### src/cif_pkg.sv
// Purpose: constants for the interrupt flag block
// Assumes: 25 MHz ref_clk, 32-bit Avalon-MM slave
// Notes:   byte offsets are index * 4
package cif_pkg;

  // Source counts
  localparam int unsigned N_INT   = 15;
  localparam int unsigned N_EXT   = 4;
  localparam int unsigned N_HW    = N_INT + N_EXT;
  localparam int unsigned PRIO_W  = 3;
  localparam int unsigned N_ARCH  = 13;
  localparam int unsigned N_BREG  = 7;
  localparam int unsigned N_BANK  = 2;

  // Register indices, byte offset is index * 4
  localparam logic [3:0] IX_PC    = 4'h7;
  localparam logic [3:0] IX_INTB  = 4'h8;
  localparam logic [3:0] IX_USER_SP = 4'h9;
  localparam logic [3:0] IX_INTR_SP = 4'ha;
  localparam logic [3:0] IX_SB    = 4'hb;
  localparam logic [3:0] IX_FLG   = 4'hc;
  localparam logic [3:0] IX_SPACT = 4'hd;
  localparam logic [3:0] IX_SAVED = 4'he;
  localparam logic [3:0] IX_STAT  = 4'hf;

  // Flag register fields
  localparam int unsigned FLG_B   = 4;
  localparam int unsigned FLG_I   = 6;
  localparam int unsigned FLG_U   = 7;
  localparam int unsigned FLG_LVL = 12;
  localparam logic [15:0] FLG_WMASK = 16'h70ff;
  localparam logic [15:0] FLG_RST   = 16'h0000;

  // Largest INT number that switches to the interrupt stack
  localparam logic [5:0] INT_U_MAX = 6'h1f;

  // Software trap kinds, the four software sources
  typedef enum logic [1:0] {
    CIF_TRAP_UNDEF,
    CIF_TRAP_OVF,
    CIF_TRAP_BRK,
    CIF_TRAP_INT
  } cif_trap_t;

  // Bus answer state
  typedef enum logic {
    CIF_BUS_IDLE,
    CIF_BUS_ANS
  } cif_bus_t;

endpackage : cif_pkg

### src/cif_arb.sv
// Purpose: pick the highest priority pending hardware request
// Assumes: priorities packed, PRIO_W bits per source
// Notes:   ties go to the lowest source index
`timescale 1ns/10ps
module cif_arb #(
  parameter int unsigned N  = 19,
  parameter int unsigned PW = 3,
  parameter int unsigned IW = 5
) (
  input  wire logic [N-1:0]    req,
  input  wire logic [N*PW-1:0] prio,
  output logic                 best_vld,
  output logic [IW-1:0]        best_idx,
  output logic [PW-1:0]        best_prio
);

  // Priority slice of one source
  function automatic logic [PW-1:0] prio_of(
    input logic [N*PW-1:0] v,
    input int unsigned     i
  );
    prio_of = v[i*PW +: PW];
  endfunction : prio_of

  // Strictly greater keeps the lowest index on ties
  always_comb begin
    best_vld  = 1'b0;
    best_idx  = '0;
    best_prio = '0;
    for (int unsigned i = 0; i < N; i++) begin
      if (req[i] && (!best_vld || prio_of(prio, i) > best_prio)) begin
        best_vld  = 1'b1;
        best_idx  = IW'(i);
        best_prio = prio_of(prio, i);
      end
    end
  end

endmodule : cif_arb

### src/cif_flags.sv
// Purpose: processor flag logic, bank storage and interrupt accept
// Assumes: requests and traps synchronous to ref_clk
// Notes:   all state lives in one packed struct
//
// Register access over Avalon-MM and the register addresses were chosen for this implementation.
`timescale 1ns/10ps
module cif_flags #(
  parameter int unsigned N_INT = cif_pkg::N_INT,
  parameter int unsigned N_EXT = cif_pkg::N_EXT
) (
  input  wire logic                  ref_clk,
  input  wire logic                  arst_n,
  input  wire logic [5:0]            avs_address,
  input  wire logic                  avs_read,
  input  wire logic                  avs_write,
  input  wire logic [31:0]           avs_writedata,
  input  wire logic [3:0]            avs_byteenable,
  output logic [31:0]                avs_readdata,
  output logic                       avs_waitrequest,
  input  wire logic [N_INT+N_EXT-1:0] hw_req,
  input  wire logic [(N_INT+N_EXT)*3-1:0] hw_prio,
  input  wire logic                  trap_req,
  input  wire logic [1:0]            trap_kind,
  input  wire logic [5:0]            trap_num,
  input  wire logic                  flag_restore,
  output logic                       ack_valid,
  output logic                       ack_is_hw,
  output logic [4:0]                 ack_src,
  output logic [5:0]                 ack_trap_num,
  output logic                       int_enable,
  output logic                       stack_sel,
  output logic [2:0]                 processor_priority_level,
  output logic                       bank_sel,
  output logic [15:0]                active_sp
);

  localparam int unsigned NH = N_INT + N_EXT;
  localparam int unsigned PW = cif_pkg::PRIO_W;

  // Whole block state, one register
  typedef struct packed {
    cif_pkg::cif_bus_t          bus;   // Bus answer phase
    logic                       wreq;  // Waitrequest
    logic [31:0]                rdata; // Latched read data
    logic [1:0][6:0][15:0]      bank;  // Two register banks
    logic [19:0]                pc;    // Program counter
    logic [19:0]                intb;  // Vector table base
    logic [15:0]                user_stack_pointer;      // User stack pointer
    logic [15:0]                interrupt_stack_pointer; // Interrupt stack pointer
    logic [15:0]                sb;    // Static base
    logic [15:0]                flg;   // Flag register
    logic [15:0]                saved; // Flags before last accept
    logic                       ackv;  // Acknowledge pulse
    logic                       ackhw; // Acknowledge was hardware
    logic [4:0]                 asrc;  // Hardware source index
    logic [5:0]                 anum;  // Trap number
    logic [15:0]                sp;    // Active stack pointer
  } cif_state_t;

  cif_state_t s_q;                     // Registered state
  cif_state_t s_d;                     // Next state

  logic          arb_vld;              // Some request pending
  logic [4:0]    arb_idx;              // Winning source
  logic [PW-1:0] arb_prio;             // Winning priority
  logic [3:0]    idx;                  // Word index of access
  logic [2:0]    cur_lvl;              // Current level
  logic          take_hw;              // Hardware accept now
  logic          u_clr_trap;           // Trap that clears U

  // Byte-lane merge of a write into an old word
  function automatic logic [31:0] be_merge(
    input logic [31:0] old,
    input logic [31:0] wd,
    input logic [3:0]  be
  );
    be_merge = old;
    for (int b = 0; b < 4; b++) begin
      if (be[b]) begin
        be_merge[b*8 +: 8] = wd[b*8 +: 8];
      end
    end
  endfunction : be_merge

  // Priority arbitration across the maskable sources
  cif_arb #(
    .N  (NH),
    .PW (PW),
    .IW (5)
  ) u_arb (
    .req       (hw_req),
    .prio      (hw_prio),
    .best_vld  (arb_vld),
    .best_idx  (arb_idx),
    .best_prio (arb_prio)
  );

  assign idx   = avs_address[5:2];
  assign cur_lvl = s_q.flg[cif_pkg::FLG_LVL +: 3];

  // Maskable accept needs enable set and strictly higher priority
  assign take_hw = arb_vld && s_q.flg[cif_pkg::FLG_I]
                && (arb_prio > cur_lvl) && !trap_req;

  // Of the traps, only INT with a small number moves to the interrupt stack
  assign u_clr_trap = (trap_kind == cif_pkg::CIF_TRAP_INT)
                   && (trap_num <= cif_pkg::INT_U_MAX);

  // Next-state logic: bus, restore, then acceptance
  always_comb begin
    logic [31:0] rd_v;
    logic [31:0] wv;
    logic        bsel;
    rd_v = '0;
    wv   = '0;
    bsel = s_q.flg[cif_pkg::FLG_B];
    s_d      = s_q;
    s_d.ackv = 1'b0;

    // Read mux over the thirteen registers plus status words
    if (idx < 4'(cif_pkg::N_BREG)) begin
      rd_v = {16'h0000, s_q.bank[bsel][idx[2:0]]};
    end else begin
      unique case (idx)
        cif_pkg::IX_PC:    rd_v = {12'h000, s_q.pc};
        cif_pkg::IX_INTB:  rd_v = {12'h000, s_q.intb};
        cif_pkg::IX_USER_SP: rd_v = {16'h0000, s_q.user_stack_pointer};
        cif_pkg::IX_INTR_SP: rd_v = {16'h0000, s_q.interrupt_stack_pointer};
        cif_pkg::IX_SB:    rd_v = {16'h0000, s_q.sb};
        // Reserved flag bits come back as zero
        cif_pkg::IX_FLG:   rd_v = {16'h0000, s_q.flg & cif_pkg::FLG_WMASK};
        cif_pkg::IX_SPACT: rd_v = {16'h0000, s_q.sp};
        cif_pkg::IX_SAVED: rd_v = {16'h0000, s_q.saved};
        cif_pkg::IX_STAT:  rd_v = {20'h00000, arb_vld, arb_prio, 3'h0, arb_idx};
        default:           rd_v = '0;
      endcase
    end
    wv = be_merge(rd_v, avs_writedata, avs_byteenable);

    // Two-phase answer: request seen, then answered one cycle later
    unique case (s_q.bus)
      cif_pkg::CIF_BUS_IDLE: begin
        if (avs_read || avs_write) begin
          s_d.bus   = cif_pkg::CIF_BUS_ANS;
          s_d.wreq  = 1'b0;
          s_d.rdata = avs_read ? rd_v : 32'h0000_0000;
        end
      end
      cif_pkg::CIF_BUS_ANS: begin
        s_d.bus  = cif_pkg::CIF_BUS_IDLE;
        s_d.wreq = 1'b1;
        // The write lands on the edge that sees waitrequest low
        if (avs_write) begin
          if (idx < 4'(cif_pkg::N_BREG)) begin
            s_d.bank[bsel][idx[2:0]] = wv[15:0];
          end else begin
            unique case (idx)
              cif_pkg::IX_PC:    s_d.pc    = wv[19:0];
              cif_pkg::IX_INTB:  s_d.intb  = wv[19:0];
              cif_pkg::IX_USER_SP: s_d.user_stack_pointer      = wv[15:0];
              cif_pkg::IX_INTR_SP: s_d.interrupt_stack_pointer = wv[15:0];
              cif_pkg::IX_SB:    s_d.sb    = wv[15:0];
              // Reserved bits are held at zero whatever is written
              cif_pkg::IX_FLG:   s_d.flg   = wv[15:0] & cif_pkg::FLG_WMASK;
              cif_pkg::IX_SPACT: begin
                if (s_q.flg[cif_pkg::FLG_U]) begin
                  s_d.user_stack_pointer = wv[15:0];
                end else begin
                  s_d.interrupt_stack_pointer = wv[15:0];
                end
              end
              cif_pkg::IX_SAVED: s_d.saved = wv[15:0] & cif_pkg::FLG_WMASK;
              default:           s_d.flg   = s_d.flg; // Status is read only
            endcase
          end
        end
      end
    endcase

    // Return from handler brings the saved flags back
    if (flag_restore) begin
      s_d.flg = s_q.saved;
    end

    // Acceptance wins over a software write in the same cycle so
    // the handler never starts with interrupts still enabled
    if (trap_req) begin
      s_d.saved                 = s_q.flg;
      s_d.flg[cif_pkg::FLG_I]   = 1'b0;
      if (u_clr_trap) begin
        s_d.flg[cif_pkg::FLG_U] = 1'b0;
      end
      s_d.ackv  = 1'b1;
      s_d.ackhw = 1'b0;
      s_d.anum  = trap_num;
    end else if (take_hw) begin
      s_d.saved                      = s_q.flg;
      s_d.flg[cif_pkg::FLG_I]        = 1'b0;
      s_d.flg[cif_pkg::FLG_U]        = 1'b0;
      s_d.flg[cif_pkg::FLG_LVL +: 3] = arb_prio;
      s_d.ackv  = 1'b1;
      s_d.ackhw = 1'b1;
      s_d.asrc  = arb_idx;
    end

    // Active stack pointer follows the next flag value
    s_d.sp = s_d.flg[cif_pkg::FLG_U] ? s_d.user_stack_pointer
           : s_d.interrupt_stack_pointer;
  end

  // State register; waitrequest idles high
  always_ff @(posedge ref_clk or negedge arst_n) begin
    if (!arst_n) begin
      s_q       <= '0;
      s_q.bus   <= cif_pkg::CIF_BUS_IDLE;
      s_q.wreq  <= 1'b1;
      s_q.flg   <= cif_pkg::FLG_RST;
      s_q.saved <= cif_pkg::FLG_RST;
    end else begin
      s_q <= s_d;
    end
  end

  // Outputs straight from state flops
  assign avs_readdata    = s_q.rdata;
  assign avs_waitrequest = s_q.wreq;
  assign ack_valid       = s_q.ackv;
  assign ack_is_hw       = s_q.ackhw;
  assign ack_src         = s_q.asrc;
  assign ack_trap_num    = s_q.anum;
  assign int_enable      = s_q.flg[cif_pkg::FLG_I];
  assign stack_sel       = s_q.flg[cif_pkg::FLG_U];
  assign processor_priority_level = cur_lvl;
  assign bank_sel        = s_q.flg[cif_pkg::FLG_B];
  assign active_sp       = s_q.sp;
endmodule : cif_flags

### config.mk
export PLATFORM = sky130hd
export DESIGN_NAME = cif_flags
export DESIGN_NICKNAME = d
export VERILOG_FILES = /design/src/cif_pkg.sv /design/src/cif_arb.sv /design/src/cif_flags.sv
export SDC_FILE = /design/constraint.sdc
export NUM_CORES = 1
export LEC_CHECK = 0
export BUFFER_PORTS_ARGS = -buffer_cell sky130_fd_sc_hd__clkbuf_2
export CORE_MARGIN = 2
export CORE_UTILIZATION = 25
export CTS_CLUSTER_SIZE = 14
export DETAILED_ROUTE_END_ITERATION = 8
export PLACE_DENSITY = 0.41
export SLEW_MARGIN = 20
export SYNTH_ARGS = -nofsm -noshare
export SYNTH_HDL_FRONTEND = slang
export SYNTH_SLANG_ARGS = --single-unit
### constraint.sdc
create_clock -name ref_clk -period 3.8 [get_ports ref_clk]
set_clock_uncertainty 0.2 [all_clocks]
set_input_delay 0.57 -clock ref_clk [delete_from_list [all_inputs] [get_ports ref_clk]]
set_output_delay 0.57 -clock ref_clk [all_outputs]
set_load 0.05 [all_outputs]
==> results.json, run 1 <==
{
  "status": "finished with violations",
  "violations": "setup timing",
  "ir_drop_mv": 0.418,
  "whs_path_depth": 2,
  "hpwl_um": 55500,
  "r2r_start": "s_q[204]",
  "root_buffer": "clkbuf_16",
  "ant_nets": 0,
  "overflow": 0,
  "io_pins": 200,
  "synth.avg_cell_area_um2": 9.15,
  "clock-sinks": 395,
  "min_period_over_period": 6.64,
  "slowest_stage": "or4_4",
  "power_mw": 20.5,
  "slowest_delay_ns": 0.51,
  "r2r_cells": 13,
  "grt_start_max_net_pins": 92,
  "core_um2": 83700,
  "synth.distinct_cells": 82,
  "final.setup.tns_ns": -4263.29,
  "placed_area_um2": 25800,
  "dieArea_um2": 87000,
  "netlist.area_leader.share": 0.466,
  "min_from": "trap_num[2]",
  "finalHoldViolations": 0,
  "power.leakage_nw": 13.1,
  "cp-end-kind": "register",
  "crit_required_ns": 4.05,
  "critical_path.startpoint_type": "input pin",
  "fmaxAchievable_mhz": 39.6,
  "post-route-cell-area_um2": 28900,
  "drcViolationCount": 0,
  "clk_latency_ns": 0.58,
  "cts_buffers": 45,
  "synth-seq-cells": 395,
  "r2r_slack_ns": 0.50,
  "critPathMaxFanout": 7,
  "p_per_area_nw_per_um2": 711,
  "gp_congestion": 0.852,
  "cts_max_path_buffers": 3,
  "firstDrtPassIters": 5,
  "async_flop_share": 1.00,
  "netlist_area_um2": 21200,
  "top_layer": "met5",
  "initial_core_util": 0.253,
  "die_w_um": 295,
  "synth_ff_type": "dfrtp_1",
  "yosysTopAreaCell": "dfrtp_1",
  "routed_via_density": 4.84,
  "rsz0062_at_grt": "yes",
  "cts_tree": "done",
  "rows": 106,
  "drt_wl_total_um": 78700,
  "nFillCells": 8564,
  "wl_met2_um": 37600,
  "slew_headroom": 0.369,
  "drt_iter0_markers": 1261,
  "p_seq_frac": 0.271,
  "p_int_mw": 12.9,
  "finalSetupViolations": 227,
  "hold_end": "ack_trap_num[2]",
  "synth_common_cells": "436 x nand2_1, 394 x dfrtp_1, 357 x o21ai_0, 142 x clkbuf_1, 127 x a21oi_1",
  "met1_length_um": 35800,
  "min_period_ns": 25.25,
  "slew_viol_final": 0,
  "port-buffer-count": 172,
  "preCtsSetupSlack_ns": -22.73,
  "min_path_type": "in -> reg",
  "met3_wirelength_um": 3320,
  "tightest_slew_ns": 0.935,
  "synth-edff-count": 0,
  "drive_gt1_frac": 0.341,
  "yosys_warnings": 0,
  "critical_path_class": "in -> reg",
  "p_clk_frac": 0.230,
  "swShare": 0.371,
  "yosysMostFrequentCell": "nand2_1",
  "vias": 18924,
  "postSynthCellCount": 2314,
  "antenna_found_initial": 2,
  "layout_setup_ws_ns": -21.45,
  "n_antenna_cell": 0,
  "syn_to_final_growth_pct": 36.4,
  "drv_cap": 0,
  "synth-seq-area-share": 0.467,
  "grt_pass1_wl_um": 119000,
  "grt_pass1_vias": 19391,
  "grt_use_total": 0.178,
  "die_h_um": 295,
  "fin_nets": 2913,
  "worstPathArrival_ns": 25.49,
  "r2r_end": "active_sp[10]",
  "p_comb_frac": 0.500,
  "h-tree-depth": 2,
  "path_clk_slew_ns": 0.06,
  "synthTopCellsByArea": "dfrtp_1 47%, o21ai_0 8.4%, nand2_1 7.7%",
  "wire_per_inst_um": 20.1,
  "switchingPower_mw": 7.62,
  "cp_common_cell": "a21oi_2"
}
power groups by stage:
stage | Combinational (mW) | Clock [mW] | Sequential, mW
final | 10.3 | 4.71 | 5.55
after CTS | 9.08 | 4.81 | 5.55
after detailed placement | 8.33 | 0 | 5.61
after floorplan | 5.27 | 0 | 5.43
after global routing | 11.1 | 4.98 | 5.64
after global placement | 8.20 | 0 | 5.59
sequential cells by signal, summed over array words and instances (netlist names):
register,count
ack_is_hw,1
bank_sel,1
ack_valid,1
stack_sel,1
avs_waitrequest,1
s_q,339
ack_trap_num,6
avs_readdata,20
int_enable,1
ack_src,5
active_sp,16
processor_priority_level,3
what timing repair did:
action | CTS | global route
pin swaps | 80 | 110
cloned | 0 | 2
hold buffers | 2 | 0
buffers inserted | 29 | 37
endpoints found under the setup margin | 227 | 227
endpoints found under the hold margin | 85 | 0
gates resized for setup | 85 | 131
cell families after synthesis:
family / after synthesis / share of synthesized area
other: 1 / 0.000177
DFF: 395 / 0.467
AOI/OAI and AO/OA: 751 / 0.217
and+or+nand+nor: 717 / 0.147
adders and majority gates: 45 / 0.0266
muxes: 115 / 0.0780
buffers and inverters: 290 / 0.0643
routing by layer:
layer | up-vias | track usage
met5 | - | 0
met4 | 4 | 0.0457
met3 | 109 | 0.0250
met2 | 398 | 0.303
met1 | 9386 | 0.238
li1 | 9027 | -
cell type report:
class	count	area [um^2]	area share
Clock buffer	71	1370	0.0473
Clock inverter	12	224	0.00776
Inverter	62	233	0.00806
Multi-Input combinational cell	1640	11300	0.391
Sequential cell	395	9890	0.342
Tap cell	1134	1420	0.0491
Timing Repair Buffer	592	4460	0.154
cell usage in the layout, fill, tap and decap left out, drive strengths merged, types with 37 or more instances in the layout:
cell type,n
mux4,37
a21oi,127
inv,62
clkbuf,239
mux2i,49
ha,45
dfrtp,394
nand2,436
buf,422
o21ai,361
o31ai,50
nand3,40
nor2,119
worst max-delay path by stage:
| stage | start | to | slack [ns] | cells past startpoint |
|---|---|---|---|---|
| after floorplan | hw_req[0] | active_sp[8] | -21.89 | 143 |
| after global placement | hw_req[0] | active_sp[9] | -21.87 | 147 |
| after detailed placement | hw_req[0] | active_sp[8] | -22.73 | 148 |
| after CTS | hw_req[0] | active_sp[9] | -21.33 | 148 |
| after global routing | hw_req[0] | active_sp[10] | -22.71 | 150 |
| final | hw_req[0] | active_sp[10] | -21.45 | 150 |
worst max-delay path: cells and delay by family:
| family | cells | cell delay [ns] |
|---|---|---|
| AND/OR/NAND/NOR | 35 | 5.16 |
| buffers and inverters | 17 | 1.92 |
| multiplexers | 8 | 2.28 |
| adder cells (fa/ha/maj) | 19 | 4.85 |
| AO/OA/AOI/OAI | 71 | 10.67 |
metrics by stage:
step | util | hold slack, ns | instances
final | 0.345 | 0.0295 | 3906
after global routing | 0.345 | 0.0156 | 3906
after CTS | 0.335 | 0.00252 | 3869
after detailed placement | 0.309 | 0.256 | 3756
after global placement | 0.309 | 0.250 | 3756
after floorplan | - | 0.0744 | 2325
(Power assumes the default switching activity.)
==> run 2: changes to the inputs <==
Settings changed: CORE_MARGIN 2 to 3.
==> results.json, run 2 (same netlist as run 1, synthesis figures left out) <==
{
  "final_cell_mix": "431 x nand2_1, 400 x buf_4, 393 x dfrtp_1",
  "drt_iter0_markers": 1199,
  "drcViolationCount": 0,
  "p_int_mw": 12.6,
  "largest_reg_flops": 339,
  "cp-end-kind": "register",
  "rows": 106,
  "slew_headroom": 0.342,
  "h-tree-depth": 2,
  "rsz0062_at_grt": "yes",
  "path_clk_slew_ns": 0.06,
  "hpwl_um": 55300,
  "preCtsSetupSlack_ns": -22.77,
  "p_comb_frac": 0.503,
  "p_clk_frac": 0.221,
  "slew_viol_final": 0,
  "critPathMaxFanout": 6,
  "layout_commonest_cell": "nand2_1",
  "postLayoutCoreUtil": 0.342,
  "initial_core_util": 0.253,
  "antenna_found_initial": 3,
  "finalHoldViolations": 0,
  "drt_wl_total_um": 77900,
  "grt_pass1_wl_um": 119000,
  "cts_buffers": 46,
  "finalSetupViolations": 227,
  "min_path_type": "in -> reg",
  "grt_pass1_vias": 19212,
  "swShare": 0.372,
  "routed_via_density": 4.80,
  "gp_congestion": 0.826,
  "layout_setup_ws_ns": -21.21,
  "top_register": "s_q",
  "switchingPower_mw": 7.48,
  "cts_tree": "done",
  "slowest_stage": "or3_4",
  "wire_per_inst_um": 19.9,
  "port-buffer-count": 172,
  "syn_to_final_growth_pct": 35.4,
  "grt_use_total": 0.173,
  "status": "finished with violations",
  "clock-sinks": 395,
  "die_w_um": 297,
  "power.leakage_nw": 13.0,
  "tightest_slew_ns": 0.984,
  "min_period_over_period": 6.58,
  "clk_latency_ns": 0.59,
  "vias": 18816,
  "overflow": 0,
  "fin_nets": 2927,
  "die_h_um": 297,
  "drv_cap": 0,
  "ir_drop_mv": 0.401,
  "core_um2": 83800,
  "p_seq_frac": 0.276,
  "root_buffer": "clkbuf_16",
  "crit_required_ns": 4.07,
  "violations": "setup timing",
  "dieArea_um2": 88200,
  "min_period_ns": 25.01,
  "io_pins": 200,
  "fmaxAchievable_mhz": 40.0,
  "firstDrtPassIters": 6,
  "grt_start_max_net_pins": 113,
  "ant_nets": 0,
  "critical_path.startpoint_type": "input pin",
  "slowest_delay_ns": 0.48,
  "critical_path_class": "in -> reg",
  "cts_max_path_buffers": 3,
  "p_per_area_nw_per_um2": 702,
  "worstPathArrival_ns": 25.28,
  "drive_gt1_frac": 0.337,
  "cp_common_cell": "a21oi_2"
}
## run 2: changes by cell type in the layout (fill, tap and decap cells not counted), moves of 4 or more
cell,delta
buf_4,+24
buf_6,-11
bufinv_16,-4
nand2_1,+4
nor2_1,-4
nor2_2,+5
o21ai_0,+16
o21ai_1,-11
o21ai_2,-5
## run 2: metrics by stage
stage / TNS [ns] / hold slack [ns] / total power [mW] / instance area, um^2 / instances
after floorplan: -4290.01 / 0.0744 / 10.7 / 21800 / 2325
after global placement: -4359.67 / 0.250 / 13.8 / 25800 / 3753
after detailed placement: -4511.18 / 0.261 / 13.9 / 25800 / 3753
after CTS: -4202.89 / 0.00662 / 19.5 / 28200 / 3901
after global routing: -4484.41 / 0.0228 / 21.4 / 28600 / 3917
final: -4204.99 / 0.0341 / 20.1 / 28700 / 3919
## run 2: timing repair
action	CTS	global route
hold buffers	4	0
pin swaps	78	52
setup buffers	64	18
setup endpoints to repair	227	227
hold endpoints to repair	108	0
cloned	0	0
resized for setup	64	96
## run 2: path summary, 6_finish.rpt
path                              from         endpoint  slack [ns]  cells past startpoint
hold reg to reg               s_q[317]         s_q[317]        0.27                      2
setup / recovery             hw_req[0]    active_sp[15]      -21.21                    152
min in group asynchronous       arst_n         s_q[292]        0.52                      2
setup reg to reg              bank_sel         s_q[253]        0.53                      7
max in group asynchronous       arst_n  avs_waitrequest        2.00                      3
hold / removal             trap_num[2]  ack_trap_num[2]        0.03                      2
## run 2: metal layers
layer,part of all wire,vias to the layer above,GRT usage
li1,-,9057,-
met1,0.46,9231,0.232
met2,0.47,430,0.286
met3,0.045,96,0.0300
met4,0.023,2,0.0486
met5,0.00017,-,0
## run 2: layout make-up
cell class	instances	area, um^2
sequential	395	9890
clock inverter	9	118
inverter	62	233
antenna	2	5.00
tap	1134	1420
timing repair buffer	605	4450
clock buffer	72	1380
multi-input combinational	1640	11200
fill	8642	55200
## run 2: power groups by stage
stage,Sequential [mW],Combinational [mW],Clock (mW)
after CTS,5.53,9.37,4.57
final,5.54,10.1,4.45
after floorplan,5.43,5.27,0
after global routing,5.63,11.0,4.75
after detailed placement,5.60,8.30,0
after global placement,5.58,8.20,0
## run 2: worst max-delay path, delay by kind of cell
| kind | cells | cell delay [ns] |
|---|---|---|
| compound gates | 76 | 11.27 |
| fa+ha+maj | 19 | 4.88 |
| simple gates | 34 | 4.58 |
| buf+inv | 17 | 2.17 |
| mux | 6 | 1.76 |
==> run 3: changes to the inputs <==
Settings changed: RECOVER_POWER from default to 50.
==> results.json, run 3 (same netlist as run 1, synthesis figures left out) <==
{
  "gp_congestion": 0.826,
  "cts_max_path_buffers": 3,
  "critPathMaxFanout": 6,
  "die_h_um": 297,
  "ir_drop_mv": 0.402,
  "io_pins": 200,
  "critical_path_class": "in -> reg",
  "syn_to_final_growth_pct": 35.1,
  "overflow": 0,
  "power.leakage_nw": 13.0,
  "grt_pass1_wl_um": 119000,
  "power_mw": 20.1,
  "rows": 106,
  "worstPathArrival_ns": 25.27,
  "slew_viol_final": 135,
  "cp_common_cell": "a21oi_2",
  "min_period_over_period": 6.58,
  "cts_tree": "done",
  "fin_nets": 2927,
  "slowest_stage": "or3_4",
  "drive_gt1_frac": 0.337,
  "dieArea_um2": 88200,
  "h-tree-depth": 2,
  "port-buffer-count": 172,
  "met1_length_um": 35500,
  "drt_iter0_markers": 1232,
  "violations": "capacitance limit, slew limit, setup timing",
  "min_period_ns": 25.00,
  "top_layer": "met5",
  "clk_latency_ns": 0.58,
  "cp-end-kind": "register",
  "timing.hold.ws_ns": 0.0337,
  "core_um2": 83800,
  "layout_commonest_cell": "nand2_1",
  "wl_met2_um": 37100,
  "finalSetupViolations": 227,
  "top_register": "s_q",
  "grt_start_max_net_pins": 113,
  "nFillCells": 8657,
  "wire_per_inst_um": 19.9,
  "drcViolationCount": 0,
  "min_path_type": "in -> reg",
  "stdcell_count": 3919,
  "drv_cap": 2,
  "slew_headroom": -1.00,
  "rsz0062_at_grt": "yes",
  "antenna_found_initial": 3,
  "postLayoutCoreUtil": 0.341,
  "firstDrtPassIters": 5,
  "finalHoldViolations": 0,
  "final_cell_mix": "431 x nand2_1, 401 x buf_4, 393 x dfrtp_1",
  "root_buffer": "clkbuf_16",
  "clock-sinks": 395,
  "status": "finished with violations",
  "layout_setup_ws_ns": -21.20,
  "dp_cells": 3753,
  "p_per_area_nw_per_um2": 703,
  "routed_via_density": 4.82,
  "fmaxAchievable_mhz": 40.0,
  "met3_wirelength_um": 3670,
  "initial_core_util": 0.253,
  "path_clk_slew_ns": 0.06,
  "grt_pass1_vias": 19212,
  "cts_buffers": 46,
  "slowest_delay_ns": 0.48,
  "ant_nets": 0,
  "r2r_slack_ns": 0.54,
  "die_w_um": 297,
  "grt_use_total": 0.173,
  "drt_wl_total_um": 78100,
  "vias": 18906,
  "hpwl_um": 55300,
  "crit_required_ns": 4.07,
  "largest_reg_flops": 339,
  "critical_path.startpoint_type": "input pin",
  "tightest_slew_ns": 3.01
}
-- run 3: final timing paths --
check,depth (start not counted),to,from
max in group asynchronous,3,active_sp[8],arst_n
min reg2reg,2,s_q[317],s_q[317]
max,152,active_sp[15],hw_req[0]
min,2,ack_trap_num[2],trap_num[2]
max reg2reg,7,s_q[253],bank_sel
min in group asynchronous,2,s_q[308],arst_n
-- run 3: final cells by class --
type	instances	area (um^2)	area share
flip-flops and latches	395	9890	0.346
clock buffers	72	1380	0.0483
diodes	2	5.00	0.000175
well taps	1134	1420	0.0496
inverters	62	233	0.00814
multi-input cells	1640	11200	0.390
repair buffers	605	4390	0.153
clock inverters	9	118	0.00411
-- run 3: metrics by stage --
stage | setup slack (ns) | setup TNS (ns) | cell area (um^2)
detailed placement | -22.77 | -4511.18 | 25800
CTS | -21.14 | -4202.89 | 28200
global route | -22.56 | -4512.71 | 28600
finish | -21.20 | -4203.15 | 28600
global placement | -21.96 | -4359.67 | 25800
floorplan | -21.89 | -4290.01 | 21800
-- run 3: where the power goes --
part	internal, mW	leakage [nW]	switching [mW]	total [mW]
clock	2.63	0.737	1.83	4.45
sequential	4.99	5.30	0.553	5.54
combinational	5.00	6.97	5.11	10.1
-- run 3: timing repair --
item	CTS	global route
setup buffers	64	18
endpoints found under the setup margin	227	227
cloned	0	0
endpoints found under the hold margin	108	0
hold buffers	4	0
pin swaps	78	52
gates resized for setup	64	96
-- run 3: routing by layer --
metal,up-vias,global-route usage
li1,9054,-
met4,2,0.0486
met5,-,0
met1,9333,0.232
met3,92,0.0300
met2,425,0.286
-- run 3: worst max-delay path: cells and delay by family --
family / cells / cell delay [ns]
buffers and inverters: 17 / 2.18
muxes: 6 / 1.76
adders and majority gates: 19 / 4.88
AOI/OAI and AO/OA: 76 / 11.27
and+or+nand+nor: 34 / 4.58
